--- src/hdl/floppy_status_defines.vh ---
// Constants of the floppy status register block
`ifndef FLOPPY_STATUS_DEFINES_VH
`define FLOPPY_STATUS_DEFINES_VH

// ----------------------------------------
// Register byte addresses
// ----------------------------------------
`define OFS_DISK_STATUS   8'h00
`define OFS_COMMAND_CTRL  8'h04
`define OFS_IRQ_STATUS    8'h08
`define OFS_IRQ_MASK      8'h0c
`define OFS_DATA_HOLDING  8'h10

// ----------------------------------------
// Status word bit positions
// ----------------------------------------
`define ST_NOT_READY   7
`define ST_BIT6        6
`define ST_BIT5        5
`define ST_BIT4        4
`define ST_BIT3        3
`define ST_BIT2        2
`define ST_BIT1        1
`define ST_BUSY        0

// ----------------------------------------
// Command classes (command_ctrl bits 2:0)
// ----------------------------------------
`define CLS_POSITION   3'h0
`define CLS_RD_ADDRESS 3'h1
`define CLS_RD_SECTOR  3'h2
`define CLS_RD_TRACK   3'h3
`define CLS_WR_SECTOR  3'h4
`define CLS_WR_TRACK   3'h5
`define CTRL_START_BIT 8

// ----------------------------------------
// Interrupt status bits
// ----------------------------------------
`define IRQ_DONE       0
`define IRQ_REFUSED    1
`define IRQ_LOST       2
`define IRQ_REQUEST    3
`define IRQ_WIDTH      4

// ----------------------------------------
// Reset values and timing
// ----------------------------------------
`define RST_IRQ_MASK   4'h0
`define RST_CLASS      3'h0
`define CLK_PERIOD_PS  5000
`define BYTE_TIME_NS   32000

`endif

--- src/hdl/floppy_status_register.v ---
// Floppy controller status word, command gate and AHB-Lite register slave
//
// The AHB-Lite slave port and the register offsets are this design's own decisions.
`timescale 1ns/1ps
`include "floppy_status_defines.vh"

module floppy_status_register #(
    parameter BYTE_TIME_CYCLES = (`BYTE_TIME_NS * 1000) / `CLK_PERIOD_PS
) (
    input  wire        hclk,
    input  wire        hresetn,
    input  wire        hsel,
    input  wire [7:0]  haddr,
    input  wire [1:0]  htrans,
    input  wire        hwrite,
    input  wire [2:0]  hsize,
    input  wire [31:0] hwdata,
    input  wire        hready,
    output wire        hreadyout,
    output wire        hresp,
    output reg  [31:0] hrdata,
    output wire        irq,
    input  wire        master_reset_in,
    input  wire        ready_in,
    input  wire        write_protect_in_n,
    input  wire        head_load_timing_in,
    input  wire        track_zero_in_n,
    input  wire        index_pulse_in_n,
    input  wire        head_load_req,
    output reg         head_load_out,
    output reg         cmd_go,
    output reg  [2:0]  cmd_class,
    input  wire        cmd_done,
    input  wire        seek_error_set,
    input  wire        crc_error_set,
    input  wire        not_found_set,
    input  wire        deleted_mark_set,
    input  wire        write_fault_set,
    input  wire        byte_ready,
    input  wire [7:0]  disk_byte,
    output reg  [7:0]  host_byte,
    output reg         host_byte_valid,
    output reg         data_request_out
);

    localparam [31:0] BYTE_TIME = BYTE_TIME_CYCLES;

    // ----------------------------------------
    // Pin synchronisers
    // ----------------------------------------
    reg  [5:0] pin_meta;
    reg  [5:0] pin_sync;

    // Drive pins are asynchronous; only the second stage is read
    always @(posedge hclk or negedge hresetn)
    begin
        if (!hresetn)
        begin
            pin_meta <= 6'h3e;
            pin_sync <= 6'h3e;
        end
        else
        begin
            pin_meta <= {index_pulse_in_n, track_zero_in_n, head_load_timing_in,
                         write_protect_in_n, ready_in, master_reset_in};
            pin_sync <= pin_meta;
        end
    end

    wire mrst_s  = pin_sync[0];
    wire ready_s = pin_sync[1];
    wire wprot_s = ~pin_sync[2];  // High means protected
    wire hdset_s = pin_sync[3];
    wire trk0_s  = ~pin_sync[4];  // High means at track 0
    wire index_s = ~pin_sync[5];  // High means index seen
    wire not_ready = ~ready_s | mrst_s;

    // ----------------------------------------
    // AHB-Lite address phase capture
    // ----------------------------------------
    reg        ph_valid;
    reg        ph_write;
    reg  [7:0] ph_addr;
    wire       addr_take = hsel & hready & htrans[1];
    wire       wr_strobe = ph_valid & ph_write;
    wire       rd_take   = addr_take & ~hwrite;

    // Zero wait states: every transfer ends one cycle after its address
    assign hreadyout = 1'b1;
    assign hresp     = 1'b0;

    always @(posedge hclk or negedge hresetn)
    begin
        if (!hresetn)
        begin
            ph_valid <= 1'b0;
            ph_write <= 1'b0;
            ph_addr  <= 8'h00;
        end
        else if (hready)
        begin
            ph_valid <= addr_take;
            ph_write <= hwrite;
            ph_addr  <= haddr;
        end
    end

    wire wr_ctrl = wr_strobe && ph_addr == `OFS_COMMAND_CTRL;
    wire wr_isr  = wr_strobe && ph_addr == `OFS_IRQ_STATUS;
    wire wr_mask = wr_strobe && ph_addr == `OFS_IRQ_MASK;
    wire wr_data = wr_strobe && ph_addr == `OFS_DATA_HOLDING;
    wire rd_data = rd_take && haddr == `OFS_DATA_HOLDING;

    // ----------------------------------------
    // Command gate and busy
    // ----------------------------------------
    reg        busy;
    wire       start_req = wr_ctrl & hwdata[`CTRL_START_BIT] & ~busy;
    wire       rw_class  = hwdata[2:0] != `CLS_POSITION;
    wire       refused   = start_req & rw_class & not_ready;
    wire       accepted  = start_req & ~refused;
    reg        refresh;

    // Busy rises with an accepted start and falls on the done pulse
    always @(posedge hclk or negedge hresetn)
    begin
        if (!hresetn)
        begin
            busy      <= 1'b0;
            cmd_go    <= 1'b0;
            cmd_class <= `RST_CLASS;
            refresh   <= 1'b0;
        end
        else
        begin
            cmd_go  <= accepted;
            refresh <= accepted;
            if (accepted)
            begin
                busy      <= 1'b1;
                cmd_class <= hwdata[2:0];
            end
            else if (cmd_done)
            begin
                busy      <= 1'b0;
            end
        end
    end

    // ----------------------------------------
    // Sticky condition flags
    // ----------------------------------------
    reg  seek_err;
    reg  crc_err;
    reg  not_found;
    reg  deleted;
    reg  wfault;
    reg  wp_hit;
    reg  lost;
    wire is_write = cmd_class == `CLS_WR_SECTOR || cmd_class == `CLS_WR_TRACK;

    // Each flag clears on refresh, but a set in that cycle wins
    always @(posedge hclk or negedge hresetn)
    begin
        if (!hresetn)
        begin
            seek_err  <= 1'b0;
            crc_err   <= 1'b0;
            not_found <= 1'b0;
            deleted   <= 1'b0;
            wfault    <= 1'b0;
            wp_hit    <= 1'b0;
        end
        else
        begin
            seek_err  <= seek_error_set | (seek_err & ~refresh);
            crc_err   <= crc_error_set | (crc_err & ~refresh);
            not_found <= not_found_set | (not_found & ~refresh);
            deleted   <= deleted_mark_set | (deleted & ~refresh);
            wfault    <= write_fault_set | (wfault & ~refresh);
            wp_hit    <= (busy & is_write & wprot_s) | (wp_hit & ~refresh);
        end
    end

    // ----------------------------------------
    // Data request and lost data timer
    // ----------------------------------------
    reg  [31:0] byte_timer;
    wire        serviced = wr_data | rd_data;
    wire        timeout  = data_request_out && byte_timer == BYTE_TIME - 32'h1;

    // Request stands until the host moves the byte, a byte time runs out or a new command is accepted
    always @(posedge hclk or negedge hresetn)
    begin
        if (!hresetn)
        begin
            data_request_out <= 1'b0;
            byte_timer       <= 32'h0;
            lost             <= 1'b0;
            host_byte        <= 8'h00;
            host_byte_valid  <= 1'b0;
            head_load_out    <= 1'b0;
        end
        else
        begin
            head_load_out   <= head_load_req;
            host_byte_valid <= wr_data;
            if (wr_data)
                host_byte <= hwdata[7:0];
            if (byte_ready)
                data_request_out <= 1'b1;
            else if (serviced | timeout | refresh)
                data_request_out <= 1'b0;
            if (!data_request_out | byte_ready | serviced)
                byte_timer <= 32'h0;
            else
                byte_timer <= byte_timer + 32'h1;
            lost <= (timeout & ~serviced) | (lost & ~refresh);
        end
    end

    // ----------------------------------------
    // Status word composition
    // ----------------------------------------
    reg [7:0] next_status;

    // Bits with no meaning for the class stay at zero
    always @*
    begin
        next_status = 8'h00;
        next_status[`ST_NOT_READY] = not_ready;
        next_status[`ST_BUSY]      = busy;
        case (cmd_class)
            `CLS_POSITION:
            begin
                next_status[`ST_BIT6] = wprot_s;
                next_status[`ST_BIT5] = head_load_out & hdset_s;
                next_status[`ST_BIT4] = seek_err;
                next_status[`ST_BIT3] = crc_err;
                next_status[`ST_BIT2] = trk0_s;
                next_status[`ST_BIT1] = index_s;
            end
            `CLS_RD_ADDRESS:
            begin
                next_status[`ST_BIT4] = not_found;
                next_status[`ST_BIT3] = crc_err;
                next_status[`ST_BIT2] = lost;
                next_status[`ST_BIT1] = data_request_out;
            end
            `CLS_RD_SECTOR:
            begin
                next_status[`ST_BIT5] = deleted;
                next_status[`ST_BIT4] = not_found;
                next_status[`ST_BIT3] = crc_err;
                next_status[`ST_BIT2] = lost;
                next_status[`ST_BIT1] = data_request_out;
            end
            `CLS_RD_TRACK:
            begin
                next_status[`ST_BIT2] = lost;
                next_status[`ST_BIT1] = data_request_out;
            end
            `CLS_WR_SECTOR:
            begin
                next_status[`ST_BIT6] = wp_hit;
                next_status[`ST_BIT5] = wfault;
                next_status[`ST_BIT4] = not_found;
                next_status[`ST_BIT3] = crc_err;
                next_status[`ST_BIT2] = lost;
                next_status[`ST_BIT1] = data_request_out;
            end
            `CLS_WR_TRACK:
            begin
                next_status[`ST_BIT6] = wp_hit;
                next_status[`ST_BIT5] = wfault;
                next_status[`ST_BIT2] = lost;
                next_status[`ST_BIT1] = data_request_out;
            end
            default:
            begin
                next_status[`ST_BIT2] = 1'b0;
            end
        endcase
    end

    // ----------------------------------------
    // Interrupt status and mask
    // ----------------------------------------
    reg  [`IRQ_WIDTH-1:0] irq_status;
    reg  [`IRQ_WIDTH-1:0] irq_mask;
    wire [`IRQ_WIDTH-1:0] irq_events = {byte_ready, timeout & ~serviced,
                                        refused, busy & cmd_done};
    wire [`IRQ_WIDTH-1:0] w1c = wr_isr ? hwdata[`IRQ_WIDTH-1:0] : {`IRQ_WIDTH{1'b0}};

    // Write one to clear; a new event in the same cycle stays set
    always @(posedge hclk or negedge hresetn)
    begin
        if (!hresetn)
        begin
            irq_status <= {`IRQ_WIDTH{1'b0}};
            irq_mask   <= `RST_IRQ_MASK;
        end
        else
        begin
            irq_status <= irq_events | (irq_status & ~w1c);
            if (wr_mask)
                irq_mask <= hwdata[`IRQ_WIDTH-1:0];
        end
    end

    assign irq = |(irq_status & irq_mask);

    // ----------------------------------------
    // Read data
    // ----------------------------------------
    reg [31:0] next_rdata;

    // Unmapped addresses read zero and still answer OKAY
    always @*
    begin
        case (haddr)
            `OFS_DISK_STATUS:  next_rdata = {24'h0, next_status};
            `OFS_COMMAND_CTRL: next_rdata = {23'h0, busy, 5'h0, cmd_class};
            `OFS_IRQ_STATUS:   next_rdata = {28'h0, irq_status};
            `OFS_IRQ_MASK:     next_rdata = {28'h0, irq_mask};
            `OFS_DATA_HOLDING: next_rdata = {24'h0, disk_byte};
            default:           next_rdata = 32'h0;
        endcase
    end

    // Sampled at the address phase so the data phase shows a stable word
    always @(posedge hclk or negedge hresetn)
    begin
        if (!hresetn)
            hrdata <= 32'h0;
        else if (rd_take)
            hrdata <= next_rdata;
    end

endmodule // floppy_status_register

--- config.mk ---
export PLATFORM = sky130hd
export DESIGN_NAME = floppy_status_register
export DESIGN_NICKNAME = d
export VERILOG_FILES = /design/src/hdl/floppy_status_register.v
export VERILOG_INCLUDE_DIRS = /design/src /design/src/hdl
export SDC_FILE = /design/constraint.sdc
export NUM_CORES = 1
export LEC_CHECK = 0
export ABC_AREA = 1
export BUFFER_PORTS_ARGS = -buffer_cell sky130_fd_sc_hd__buf_2
export CAP_MARGIN = 20
export CELL_PAD_IN_SITES_DETAIL_PLACEMENT = 0
export CELL_PAD_IN_SITES_GLOBAL_PLACEMENT = 1
export CORE_ASPECT_RATIO = 1.2
export CORE_MARGIN = 4
export CORE_UTILIZATION = 39
export CTS_BUF_LIST = sky130_fd_sc_hd__clkbuf_4 sky130_fd_sc_hd__clkbuf_8 sky130_fd_sc_hd__clkbuf_16
export DETAILED_ROUTE_END_ITERATION = 6
export PLACE_DENSITY = 0.78
export REMOVE_ABC_BUFFERS = 1
export SLEW_MARGIN = 20
export SYNTH_ARGS = -nofsm -noshare
export SYNTH_HDL_FRONTEND = slang
export SYNTH_SLANG_ARGS = --single-unit
--- constraint.sdc ---
create_clock -name hclk -period 1.69 [get_ports hclk]
set_input_delay 0.0845 -clock hclk [delete_from_list [all_inputs] [get_ports hclk]]
set_output_delay 0.0845 -clock hclk [all_outputs]
set_load 0.03 [all_outputs]
==> summary.md <==
| Metric | Value |
|---|---|
| Clock Tree Root | clkbuf_16 |
| First-pass GRT wire length | 19800 µm |
| Largest net degree at the start of global routing | 47 |
| Die Wd | 110 µm |
| Reg2reg start | ph_addr[5] |
| M1 GR Usage | 0.202 |
| Placed insts | 864 |
| Worst-path clk slew | 70 ps |
| YS warnings | 0 |
| TritonCTS clock tree | done |
| Delay of the slowest critical-path stage | 370 ps |
| Cell variety after synth | 35 |
| Min Hold Slack | 29.2 ps |
| DR iter-0 viols | 143 |
| Layout Skew | 8.28 ps |
| WHS Endpoint | ph_addr[3] |
| Reg2Reg Depth | 5 |
| Vias in the first global route | 4201 |
| Synthesis-to-layout area growth | 22.1% |
| Worst hold start | haddr[3] |
| Worst reg-to-reg setup slack | 160 ps |
| Post-synthesis sequential area ratio | 0.482 |
| IO Port Bufs | 69 |
| Fraction of layout cells with a size suffix above 1 | 0.182 |
| CP max FO | 8 |
| GPL Wtd Cong | 0.954 |
| Starting Density | 0.401 |
| Max Freq | 652 MHz |
| Hold crit path type | in2reg |
| Largest cells by area after synthesis | dfrtp_1, nand2_1, nor2_1 |
| Crit path arrival time | 1780 ps |
| Overflow after GRT | 0 |
| Power consumption | 5.04 mW |
| Synth area leader | dfrtp_1 |
| Multi-input logic area | 2130 µm² |
| Crit-path slowest cell | dfrtp_1 |
| Postcts setup bufs | 0 |
| DR vias | 4189 |
| Crit path launch | ph_addr[5] |
| Most used routing layer | met2 |
| Leakage | 2.88 nW |
| Met3 GRT Util | 0.0359 |
| DRT Pass-1 Iters | 4 |
| Final worst path period share | 0.908 |
| Clock sinks | 94 |
| Die height | 131 µm |
| Cell Rows | 44 |
| Clock tree buffer depth | 2 |
| Number of diodes | 0 |
| GR Util met2 | 0.322 |
| IO Count | 122 |
| Worst EP required | 1940 ps |
| Synthesized area | 4910 µm² |
| #FFs+latches synth | 94 |
| Power Density | 841 nW/µm² |
| Core area | 12200 µm² |
| Post-Synthesis Cells | 634 |
| Worst slack at placement | 124 ps |
| Minimum clock period | 1530 ps |
| Worst path top cell family by delay | simple AND/OR/NAND/NOR gates |
| Average wire per standard cell | 13.3 µm |
| Global-route usage over all layers | 0.178 |
| Kind of end point of the critical path | register |
| Max-Cap Viols | 0 |
| Final worst slack | 156 ps |
| Seq. cell area | 2360 µm² |
| Die area | 14400 µm² |
| RSZ-0062 raised after global routing | no |
| Crit path top cell by count | nand3_1 |
| Worst IR drop on VDD | 0.385 mV |
| TritonCTS buffer count | 9 |
| Cells on Worst Hold Path | 3 |
| Synthesized area per cell | 7.74 µm² |
| Vias per cell | 4.62 |
| H-tree levels | 3 |
| Endpoint of the worst register-to-register path | irq_mask[0] |
| Crit-path cells | inv_1 > nand3_1 > nor2_1 > nand3_1 > o21ai_0 |
| Finished Layout Cells | 907 |
| Final setup vio count | 0 |
| Residual DRC count | 0 |
| Max-slew violation count | 0 |
| Status | finished, final reports clean |
| Setup CP Type | reg2reg |
| CP Buf/Inv Count | 1 |
| Initial antenna violation count | 0 |
| FILL cells | 1236 |
| Startpoint types | register |
| Antenna Violating Nets Remaining | 0 |
| Post-detail-place hpwl | 9310 µm |
| Setup TNS | 0 ps |
| Final Hold Viols | 0 |
| Final Routed Wirelength | 12100 µm |
| Final #Nets | 814 |
| Clk Latency, worst-skew pair | 340 ps |
| Top cell type's share of synthesized area | 0.428 |
per-layer routing:
layer	vias up	wire length, µm
li1	2141	-
met1	1948	4930
met2	77	6320
met3	23	508
met4	0	354
met5	-	0
worst reg2reg max path: cells and delay by family, from the launching register on:
kind	cells	cell delay [ps]
and+or+nand+nor	3	700
DFF	1	370
buffers and inverters	1	70
AOI/OAI and AO/OA	1	290
logic make-up after synthesis:
logic type               count (synthesis)  share of synthesized area
AND/OR/NAND/NOR                        373                      0.328
buffers and inverters                  100                      0.102
flip-flops                              94                      0.482
AO/OA/AOI/OAI                           46                     0.0518
XOR/XNOR                                17                     0.0303
other                                    2                    0.00153
adder cells (fa/ha/maj)                  1                    0.00255
multiplexers                             1                    0.00230
sequential cells by signal, indices dropped and copies added, names as in the netlist, 3 cells and up:
register and flops:
pin_meta 6, byte_timer 32, irq_mask 4, pin_sync 6
host_byte 8, cmd_class 3, hrdata 9, irq_status 4
ph_addr 8
power breakdown:
group | switching (mW) | internal [mW] | total, mW | leakage (nW)
Combinational | 0.345 | 0.174 | 0.519 | 1.59
Sequential | 0.0438 | 2.34 | 2.39 | 1.14
Clock | 0.915 | 1.22 | 2.13 | 0.153
Total | 1.30 | 3.73 | 5.04 | 2.88
cell usage after synthesis, drive strengths merged:
cell    count
nand2     181
inv        66
conb        2
a21o        3
buf        32
o31ai       1
ha          1
xor2       12
nor3        5
dfstp      10
mux2        1
nand3b      1
nand4       8
xnor2       5
and3        1
clkbuf      2
dfrtp      84
nand3      54
o21ai      27
o22ai       1
a21oi      11
nor2      123
o21bai      2
o32ai       1
how the worst max path moves through the flow:
| stage | end | slack, ps | cells past startpoint |
|---|---|---|---|
| after floorplan | byte_timer[30] | 190 | 7 |
| after global placement | cmd_class[2] | 120 | 6 |
| after detailed placement | cmd_class[0] | 120 | 6 |
| after CTS | cmd_class[0] | 100 | 6 |
| after global routing | irq_mask[0] | 6 | 5 |
| final | irq_mask[0] | 160 | 5 |
cell usage in the layout (no fill, tap or decap), types with 2 or more instances in the layout:
| cell | netlist | layout |
|---|---|---|
| nand3_1 | 51 | 50 |
| xor2_1 | 12 | 12 |
| conb_1 | 2 | 25 |
| nand4_1 | 7 | 7 |
| nor3_1 | 5 | 5 |
| dlygate4sd3_1 | 0 | 27 |
| a21oi_1 | 10 | 10 |
| inv_8 | 0 | 2 |
| buf_4 | 28 | 10 |
| nand3_2 | 3 | 4 |
| dfrtp_1 | 84 | 84 |
| nor2_1 | 109 | 109 |
| nand2_2 | 6 | 6 |
| nor2_4 | 4 | 4 |
| nor2_2 | 10 | 10 |
| o21bai_1 | 2 | 2 |
| clkbuf_16 | 0 | 9 |
| inv_2 | 2 | 2 |
| buf_12 | 0 | 2 |
| dfstp_2 | 10 | 10 |
| xnor2_1 | 5 | 5 |
| nand2_1 | 174 | 174 |
| buf_2 | 2 | 68 |
| inv_1 | 64 | 64 |
| a21o_1 | 3 | 3 |
| o21ai_0 | 27 | 27 |
layout make-up:
cell class | instances | area share
Inverter | 66 | 0.0414
Timing Repair Buffer | 107 | 0.121
Multi-Input combinational cell | 463 | 0.356
Clock inverter | 6 | 0.0130
Sequential cell | 94 | 0.395
Tap cell | 161 | 0.0336
Clock buffer | 10 | 0.0399
what timing repair did:
action	CTS	global route
setup endpoints to repair	0	2
hold endpoints to repair	57	0
resized for setup	0	1
hold buffers	27	0
stage by stage:
| step | area, µm² | utilization |
|---|---|---|
| after floorplan | 4740 | - |
| after detailed placement | 5400 | 0.442 |
| after global placement | 5400 | 0.442 |
| final | 5990 | 0.490 |
| after CTS | 5980 | 0.490 |
| after global routing | 5990 | 0.490 |
No activity file was read; power rests on OpenSTA's default activity.
